===== config.mk =====
export PLATFORM = sky130hd
export DESIGN_NAME = bld_core
export DESIGN_NICKNAME = d
export VERILOG_FILES = /design/src/inc/bld_pkg.sv /design/src/hw/bld_core.sv /design/src/hw/bld_nib_add.sv
export VERILOG_INCLUDE_DIRS = /design/src /design/src/inc
export SDC_FILE = /design/constraint.sdc
export NUM_CORES = 1
export LEC_CHECK = 0
export ABC_AREA = 1
export BUFFER_PORTS_ARGS = -buffer_cell sky130_fd_sc_hd__buf_2
export CAP_MARGIN = 0
export CORE_ASPECT_RATIO = 0.7
export CORE_MARGIN = 5
export CORE_UTILIZATION = 59
export DETAILED_ROUTE_END_ITERATION = 8
export PLACE_DENSITY = 0.83
export SYNTH_ARGS = -nofsm -noshare
export SYNTH_HDL_FRONTEND = slang
export SYNTH_SLANG_ARGS = --single-unit

===== constraint.sdc =====
create_clock -name clk_in -period 7.15 [get_ports clk_in]
set_input_delay 1.43 -clock clk_in [delete_from_list [all_inputs] [get_ports clk_in]]
set_output_delay 1.43 -clock clk_in [all_outputs]
set_load 0.1 [all_outputs]

===== src/inc/bld_defines.svh =====
// constants for the bit and literal instruction decode core
`ifndef BLD_DEFINES_SVH
`define BLD_DEFINES_SVH

// instruction patterns, x bits written as ?
`define BLD_PAT_BCLR   14'b01_00??_????_????
`define BLD_PAT_BSET   14'b01_01??_????_????
`define BLD_PAT_SKIPLO 14'b01_10??_????_????
`define BLD_PAT_SKIPHI 14'b01_11??_????_????
`define BLD_PAT_ADDK   14'b11_111?_????_????
`define BLD_PAT_ANDK   14'b11_1001_????_????
`define BLD_PAT_ORK    14'b11_1000_????_????
`define BLD_PAT_XORK   14'b11_1010_????_????
`define BLD_PAT_SUBK   14'b11_110?_????_????
`define BLD_PAT_RETK   14'b11_01??_????_????
`define BLD_PAT_MOVK   14'b11_00??_????_????
`define BLD_PAT_CALL   14'b10_0???_????_????
`define BLD_PAT_GOTO   14'b10_1???_????_????
`define BLD_PAT_ADD_ACC_FILE  14'b00_0111_????_????
`define BLD_CODE_SLEEP  14'h0063
`define BLD_CODE_CLRWDT 14'h0064
`define BLD_CODE_RET    14'h0008

// file register map seen by this core
`define BLD_IO_PORT_ADDR 7'h05
`define BLD_TIMER_ZERO_COUNT_ADDR    7'h01

// flag positions in flags_out
`define BLD_FLAG_C  0
`define BLD_FLAG_DC 1
`define BLD_FLAG_Z  2
`define BLD_FLAG_TO 3
`define BLD_FLAG_PD 4

// register port map
`define BLD_REG_ACC   2'h0
`define BLD_REG_FLAGS 2'h1
`define BLD_REG_CTRL  2'h2
`define BLD_CTRL_PRESC_BIT 0
`define BLD_CTRL_RESET     8'h00

`endif


===== src/inc/bld_pkg.sv =====
// types for the bit and literal instruction decode core
`default_nettype none
package bld_pkg;
  typedef enum logic [4:0] {
    OP_IDLE   = 5'b00000,
    OP_BCLR   = 5'b00001,
    OP_BSET   = 5'b00010,
    OP_SKIPLO = 5'b00011,
    OP_SKIPHI = 5'b00100,
    OP_ADDK   = 5'b00101,
    OP_ANDK   = 5'b00110,
    OP_ORK    = 5'b00111,
    OP_XORK   = 5'b01000,
    OP_SUBK   = 5'b01001,
    OP_RETK   = 5'b01010,
    OP_MOVK   = 5'b01011,
    OP_CALL   = 5'b01100,
    OP_GOTO   = 5'b01101,
    OP_RET    = 5'b01110,
    OP_SLEEP  = 5'b01111,
    OP_CLRWDT = 5'b10000,
    OP_ADD_ACC_FILE  = 5'b10001
  } bld_op_t;
endpackage : bld_pkg
`default_nettype wire


===== src/hw/bld_core.sv =====
// bit and literal instruction decode and execute core
`default_nettype none
`include "bld_defines.svh"
module bld_core (
  // clock and reset
  input  wire logic        clk_in,
  input  wire logic        nrst_in,
  // instruction stream
  input  wire logic        instr_valid_in,
  input  wire logic [13:0] instr_in,
  input  wire logic        wake_in,
  // file register read side and port pins
  input  wire logic [7:0]  file_rdata_in,
  input  wire logic [7:0]  pins_in,
  // file register write side
  output logic             file_we_out,
  output logic [6:0]       file_waddr_out,
  output logic [7:0]       file_wdata_out,
  output logic             presc_clr_out,
  // program flow
  output logic             pc_load_out,
  output logic [10:0]      pc_target_out,
  output logic             stack_push_out,
  output logic             stack_pop_out,
  output logic             idle_cycle_out,
  output logic             standby_out,
  // core state
  output logic [7:0]       acc_out,
  output logic [4:0]       flags_out,
  // register port
  input  wire logic [1:0]  reg_addr_in,
  input  wire logic [7:0]  reg_wdata_in,
  input  wire logic        reg_wr_in,
  input  wire logic        reg_rd_in,
  output logic [7:0]       reg_rdata_out
);
  import bld_pkg::*;

  function automatic bld_op_t decode(input logic [13:0] i);
    casez (i)
      `BLD_PAT_BCLR:    decode = OP_BCLR;
      `BLD_PAT_BSET:    decode = OP_BSET;
      `BLD_PAT_SKIPLO:  decode = OP_SKIPLO;
      `BLD_PAT_SKIPHI:  decode = OP_SKIPHI;
      `BLD_PAT_ADDK:    decode = OP_ADDK;
      `BLD_PAT_ANDK:    decode = OP_ANDK;
      `BLD_PAT_ORK:     decode = OP_ORK;
      `BLD_PAT_XORK:    decode = OP_XORK;
      `BLD_PAT_SUBK:    decode = OP_SUBK;
      `BLD_PAT_RETK:    decode = OP_RETK;
      `BLD_PAT_MOVK:    decode = OP_MOVK;
      `BLD_PAT_CALL:    decode = OP_CALL;
      `BLD_PAT_GOTO:    decode = OP_GOTO;
      `BLD_PAT_ADD_ACC_FILE:   decode = OP_ADD_ACC_FILE;
      `BLD_CODE_SLEEP:  decode = OP_SLEEP;
      `BLD_CODE_CLRWDT: decode = OP_CLRWDT;
      `BLD_CODE_RET:    decode = OP_RET;
      default:          decode = OP_IDLE;
    endcase
  endfunction : decode

  // state
  logic [7:0]  acc_r, acc_nxt;
  logic        carry_r, carry_nxt;
  logic        nib_r, nib_nxt;
  logic        zero_r, zero_nxt;
  logic        timeout_r, to_nxt;
  logic        pdown_r, pd_nxt;
  logic        standby_r, sleep_nxt;
  logic        flush_r, flush_nxt;
  logic        ctrl_presc_r;
  logic [7:0]  pins_s1_r, pins_s2_r;
  logic        we_r, we_nxt;
  logic [6:0]  waddr_r;
  logic [7:0]  wdata_r, wdata_nxt;
  logic        presc_r;
  logic        jump_r, jump_nxt;
  logic [10:0] target_r;
  logic        push_r, push_nxt;
  logic        pop_r, pop_nxt;
  logic [7:0]  rdata_r;

  // decode
  wire bld_op_t    op       = decode(instr_in);
  wire logic       exec     = instr_valid_in && !flush_r && !standby_r;
  wire logic [7:0] imm      = instr_in[7:0];
  wire logic [6:0] f_addr   = instr_in[6:0];
  wire logic [2:0] bit_idx  = instr_in[9:7];
  wire logic       dest_f   = instr_in[7];
  // port reads see the pins so a driven-low input is written back low
  wire logic [7:0] file_op  = (f_addr == `BLD_IO_PORT_ADDR) ? pins_s2_r : file_rdata_in;
  wire logic [7:0] bit_mask = 8'(8'h01 << bit_idx);
  wire logic       bit_val  = file_op[bit_idx];
  wire logic [7:0] logic_res = (op == OP_ANDK) ? (acc_r & imm) :
                               (op == OP_ORK)  ? (acc_r | imm) : (acc_r ^ imm);
  wire logic       acc_wr   = reg_wr_in && (reg_addr_in == `BLD_REG_ACC);
  wire logic       ctrl_wr  = reg_wr_in && (reg_addr_in == `BLD_REG_CTRL);
  wire logic [7:0] reg_rsel = (reg_addr_in == `BLD_REG_ACC)   ? acc_r :
                              (reg_addr_in == `BLD_REG_FLAGS) ? {3'h0, flags_out} :
                              (reg_addr_in == `BLD_REG_CTRL)  ? {7'h00, ctrl_presc_r} : 8'h00;

  // subtraction is literal plus inverted accumulator plus one, so carry means no borrow
  wire logic       is_sub   = (op == OP_SUBK);
  wire logic [7:0] add_a    = is_sub ? imm : acc_r;
  wire logic [7:0] add_b    = is_sub ? ~acc_r : ((op == OP_ADD_ACC_FILE) ? file_op : imm);
  logic [7:0]      add_sum;
  logic            add_c;
  logic            add_dc;

  bld_nib_add #(
    .W (8)
  ) u_add (
    .a_in         (add_a),
    .b_in         (add_b),
    .cin_in       (is_sub),
    .sum_out      (add_sum),
    .cout_out     (add_c),
    .nib_cout_out (add_dc)
  );

  always_comb begin
    acc_nxt   = acc_wr ? reg_wdata_in : acc_r;
    carry_nxt = carry_r;
    nib_nxt   = nib_r;
    zero_nxt  = zero_r;
    to_nxt    = timeout_r;
    pd_nxt    = pdown_r;
    sleep_nxt = standby_r && !wake_in;
    flush_nxt = 1'b0;
    we_nxt    = 1'b0;
    wdata_nxt = file_op;
    jump_nxt  = 1'b0;
    push_nxt  = 1'b0;
    pop_nxt   = 1'b0;
    if (exec) begin
      unique case (op)
        OP_BCLR: begin
          we_nxt    = 1'b1;
          wdata_nxt = file_op & ~bit_mask;
        end
        OP_BSET: begin
          we_nxt    = 1'b1;
          wdata_nxt = file_op | bit_mask;
        end
        OP_SKIPLO: flush_nxt = !bit_val;
        OP_SKIPHI: flush_nxt = bit_val;
        OP_ADDK, OP_SUBK: begin
          acc_nxt   = add_sum;
          carry_nxt = add_c;
          nib_nxt   = add_dc;
          zero_nxt  = (add_sum == 8'h00);
        end
        OP_ADD_ACC_FILE: begin
          acc_nxt   = dest_f ? acc_nxt : add_sum;
          we_nxt    = dest_f;
          wdata_nxt = add_sum;
          carry_nxt = add_c;
          nib_nxt   = add_dc;
          zero_nxt  = (add_sum == 8'h00);
        end
        OP_ANDK, OP_ORK, OP_XORK: begin
          acc_nxt  = logic_res;
          zero_nxt = (logic_res == 8'h00);
        end
        OP_MOVK: acc_nxt = imm;
        OP_RETK: begin
          acc_nxt   = imm;
          pop_nxt   = 1'b1;
          flush_nxt = 1'b1;
        end
        OP_RET: begin
          pop_nxt   = 1'b1;
          flush_nxt = 1'b1;
        end
        OP_CALL, OP_GOTO: begin
          jump_nxt  = 1'b1;
          push_nxt  = (op == OP_CALL);
          flush_nxt = 1'b1;
        end
        OP_SLEEP: begin
          sleep_nxt = 1'b1;
          to_nxt    = 1'b1;
          pd_nxt    = 1'b0;
        end
        OP_CLRWDT: begin
          to_nxt = 1'b1;
          pd_nxt = 1'b1;
        end
        default: ;
      endcase
    end
  end

  // pins come from outside the clock domain
  always_ff @(posedge clk_in) begin
    pins_s1_r <= pins_in;
    pins_s2_r <= pins_s1_r;
  end

  always_ff @(posedge clk_in) begin
    if (!nrst_in) begin
      acc_r     <= 8'h00;
      carry_r   <= 1'b0;
      nib_r     <= 1'b0;
      zero_r    <= 1'b0;
      timeout_r <= 1'b1;
      pdown_r   <= 1'b1;
      standby_r <= 1'b0;
      flush_r   <= 1'b0;
    end else begin
      acc_r     <= acc_nxt;
      carry_r   <= carry_nxt;
      nib_r     <= nib_nxt;
      zero_r    <= zero_nxt;
      timeout_r <= to_nxt;
      pdown_r   <= pd_nxt;
      standby_r <= sleep_nxt;
      flush_r   <= flush_nxt;
    end
  end

  always_ff @(posedge clk_in) begin
    if (!nrst_in) begin
      we_r     <= 1'b0;
      waddr_r  <= 7'h00;
      wdata_r  <= 8'h00;
      presc_r  <= 1'b0;
      jump_r   <= 1'b0;
      target_r <= 11'h000;
      push_r   <= 1'b0;
      pop_r    <= 1'b0;
    end else begin
      we_r     <= we_nxt;
      waddr_r  <= f_addr;
      wdata_r  <= wdata_nxt;
      presc_r  <= we_nxt && (f_addr == `BLD_TIMER_ZERO_COUNT_ADDR) && ctrl_presc_r;
      jump_r   <= jump_nxt;
      target_r <= instr_in[10:0];
      push_r   <= push_nxt;
      pop_r    <= pop_nxt;
    end
  end

  always_ff @(posedge clk_in) begin
    if (!nrst_in) begin
      ctrl_presc_r <= 1'(`BLD_CTRL_RESET);
      rdata_r      <= 8'h00;
    end else begin
      if (ctrl_wr) begin
        ctrl_presc_r <= reg_wdata_in[`BLD_CTRL_PRESC_BIT];
      end
      rdata_r <= reg_rd_in ? reg_rsel : 8'h00;
    end
  end

  assign file_we_out    = we_r;
  assign file_waddr_out = waddr_r;
  assign file_wdata_out = wdata_r;
  assign presc_clr_out  = presc_r;
  assign pc_load_out    = jump_r;
  assign pc_target_out  = target_r;
  assign stack_push_out = push_r;
  assign stack_pop_out  = pop_r;
  assign idle_cycle_out = flush_r;
  assign standby_out    = standby_r;
  assign acc_out        = acc_r;
  assign flags_out      = {pdown_r, timeout_r, zero_r, nib_r, carry_r};
  assign reg_rdata_out  = rdata_r;
endmodule : bld_core
`default_nettype wire


===== src/hw/bld_nib_add.sv =====
// adder with carry out of the low nibble and of the whole word
`default_nettype none
module bld_nib_add #(
  parameter int unsigned W = 8
) (
  // operands
  input  wire logic [W-1:0] a_in,
  input  wire logic [W-1:0] b_in,
  input  wire logic         cin_in,
  // results
  output logic [W-1:0]      sum_out,
  output logic              cout_out,
  output logic              nib_cout_out
);
  logic [4:0] low_w;
  logic [W:0] full_w;

  assign low_w        = {1'b0, a_in[3:0]} + {1'b0, b_in[3:0]} + {4'h0, cin_in};
  assign full_w       = {1'b0, a_in} + {1'b0, b_in} + {{W{1'b0}}, cin_in};
  assign sum_out      = full_w[W-1:0];
  assign cout_out     = full_w[W];
  assign nib_cout_out = low_w[4];
endmodule : bld_nib_add
`default_nettype wire


==> impl_metrics.env <==
export IMPL_route_vias_total=4652
export IMPL_cts_hold_buf=0
export IMPL_setup_slack_ns=2.50
export IMPL_rsz0062_at_grt="false"
export IMPL_drc_errors=0
export IMPL_clock_fmax_mhz=215
export IMPL_yosysTopAreaCell="dfxtp_1"
export IMPL_peakVddDrop_uv=145
export IMPL_max_cap_violations=0
export IMPL_first_global_vias=4272
export IMPL_postCtsSetupBuffers=0
export IMPL_routedWlPerCell_um=17.6
export IMPL_drive_gt1_frac=0.206
export IMPL_die_w_um=110
export IMPL_synth_fp_nets=692
export IMPL_relSlewSlack=0.457
export IMPL_period_share=0.650
export IMPL_die_area_um2=8870
export IMPL_skew_ns=0.00704
export IMPL_synth_top_cells_by_area="dfxtp_1 30%, nand2_1 12%, inv_1 7.4%"
export IMPL_period_needed_ns=4.65
export IMPL_grtUsageTotal=0.314
export IMPL_rows=25
export IMPL_powerDensity_nw_per_um2=221
export IMPL_synthArstFlopShare=0
export IMPL_first_pass_iters=6
export IMPL_wl_um=14100
export IMPL_clk_path_buf_depth=2
export IMPL_syn_instance_count=621
export IMPL_io_pin_count=100
export IMPL_ys_seq_elements=63
export IMPL_io_buffers=98
export IMPL_die_height_um=80.3
export IMPL_final_hold_violation_count=0
export IMPL_path_max_fanout=21
export IMPL_overflow=0
export IMPL_grt_pass1_wl_um=22200
export IMPL_core_area_um2=6820
export IMPL_antenna_cells=0
export IMPL_yosysWarnings=0
export IMPL_cp_arrival_ns=4.89
export IMPL_gp_congestion=1.03
export IMPL_cp_top_family="simple AND/OR/NAND/NOR gates"
export IMPL_avgSynthCellArea_um2=6.71
export IMPL_antenna_left=0
export IMPL_cts_sinks=63
export IMPL_status="finished clean"
export IMPL_yosysSeqAreaShare=0.303
export IMPL_synth_edf_count=0
export IMPL_crit_chain="buf_2 -> inv_1 -> nand3_1 -> o211ai_1 -> o21ai_0 -> fa_1 -> fa_1 -> inv_1 -> nand3_1 -> nand2_1 -> xor2_1 -> nor2_1 -> o21ai_0 -> nand3_1 -> nand2_1 -> inv_1"
export IMPL_cts_tree="yes"
export IMPL_required_ns=7.40
export IMPL_hp_class="register to register"
export IMPL_antenna_found_initial=0
export IMPL_end_kind="register"
export IMPL_ys_types=45
export IMPL_initial_core_util=0.611
export IMPL_hold_worst_slack_ns=0.329
export IMPL_cts_buffers=9
export IMPL_hpwl_um=10800
export IMPL_via_per_inst=5.80
export IMPL_worst_pin_slew_ns=0.812
export IMPL_ys_flop_type="dfxtp_1"
export IMPL_clock_latency_ns=0.35
export IMPL_setup_tns_ns=0
export IMPL_path_buf_inv=4
export IMPL_dp_slack_ns=2.25
export IMPL_worst_path_max_delay_cell="nand3_1"
export IMPL_grt_max_degree=31
export IMPL_layout_commonest_cell="nand2_1"
export IMPL_leakage_nw=2.58
export IMPL_clkTransAtPathRegs_ns=0.07
export IMPL_post_cts_resized=0
export IMPL_start_kind="input pin"
export IMPL_root_buffer="clkbuf_8"
export IMPL_layout_common_cells="137 x nand2_1, 98 x buf_2, 82 x inv_1, 68 x nor2_1, 63 x dfxtp_1"
export IMPL_setup_viol=0
export IMPL_h_tree_depth=3
export IMPL_drt_initial_drc_count=722
export IMPL_netlist_area_leader_share=0.303
export IMPL_slew_viol_final=0
export IMPL_crit_type="input pin to register"
export IMPL_synthToLayoutAreaGrowth_pct=16.2
export IMPL_num_nets_final=774
export IMPL_syn_area_um2=4170
export IMPL_cpPeakStageDelay_ns=0.62
==> power by group <==
| group | total, mW | leakage (nW) | switching (mW) | internal (mW) |
|---|---|---|---|---|
| logic | 0.321 | 1.94 | 0.249 | 0.0724 |
| registers | 0.381 | 0.521 | 0.0122 | 0.368 |
| clock network | 0.366 | 0.112 | 0.151 | 0.215 |
| total | 1.07 | 2.58 | 0.412 | 0.656 |
==> sequential cells by signal, indices dropped and copies added, names as in the netlist <==
signal and count:
file_wdata_out 8, pc_target_out 5, stack_push_out 1, reg_rdata_out 8, pc_load_out 1, pdown_r 1
pins_s2_r 8, standby_out 1, carry_r 1, stack_pop_out 1, presc_clr_out 1, zero_r 1
nib_r 1, pins_s1_r 8, file_waddr_out 6, ctrl_presc_r 1, file_we_out 1, acc_out 8
idle_cycle_out 1
==> cell families (layout without fill, tap and decap cells) <==
| kind of cell | count (synthesis) | count (layout) | synth area share |
|---|---|---|---|
| xor+xnor | 2 | 2 | 0.00421 |
| buf+inv | 117 | 204 | 0.122 |
| compound gates | 118 | 118 | 0.169 |
| flops | 63 | 63 | 0.303 |
| fa+ha+maj | 25 | 25 | 0.0787 |
| simple gates | 295 | 295 | 0.323 |
| other cells | 1 | 1 | 0.000900 |
==> final cells by class <==
cell class | count | area [µm²]
clock buffers | 11 | 151
clock inverters | 5 | 80.1
fillers | 613 | 1980
inverters | 89 | 334
multi-input cells | 441 | 2400
flip-flops and latches | 63 | 1260
well taps | 94 | 118
repair buffers | 99 | 498
==> stage by stage <==
step	power (mW)	util	instances	cell area, µm²
2_1_floorplan	0.627	-	621	4170
3_3_place_gp	0.696	0.676	786	4610
3_5_place_dp	0.699	0.676	786	4610
4_1_cts	1.06	0.710	802	4840
5_1_grt	1.11	0.710	802	4840
6_report	1.07	0.710	802	4840
==> layer usage <==
| layer | share of wire | track usage |
|---|---|---|
| met5 | 0 | 0 |
| met2 | 0.40 | 0.455 |
| met3 | 0.15 | 0.0889 |
| met4 | 0.024 | 0.101 |
| met1 | 0.42 | 0.448 |
==> path summary, 6_finish.rpt <==
kind,from,end,slack (ns),cells past startpoint
worst max-delay path,instr_in[9],acc_out[4]$_SDFF_PN0_,2.50,16
worst min-delay path,pins_s1_r[7]$_DFF_P_,pins_s2_r[7]$_DFF_P_,0.33,0
worst max register to register,pins_s2_r[0]$_DFF_P_,acc_out[4]$_SDFF_PN0_,4.25,16
worst min register to register,pins_s1_r[7]$_DFF_P_,pins_s2_r[7]$_DFF_P_,0.33,0
==> Yosys cell counts (all sizes together), types with 2 or more instances <==
| master | number |
|---|---|
| dfxtp | 63 |
| nand2 | 143 |
| o2111ai | 2 |
| o21ai | 59 |
| nor3 | 12 |
| nand3b | 4 |
| nand4 | 9 |
| fa | 2 |
| clkbuf | 8 |
| a21oi | 24 |
| o211ai | 10 |
| nor2 | 74 |
| ha | 23 |
| o22ai | 12 |
| buf | 20 |
| a22oi | 2 |
| inv | 89 |
| a31oi | 4 |
| nand3 | 50 |
Power figures use the tool's default switching activity.
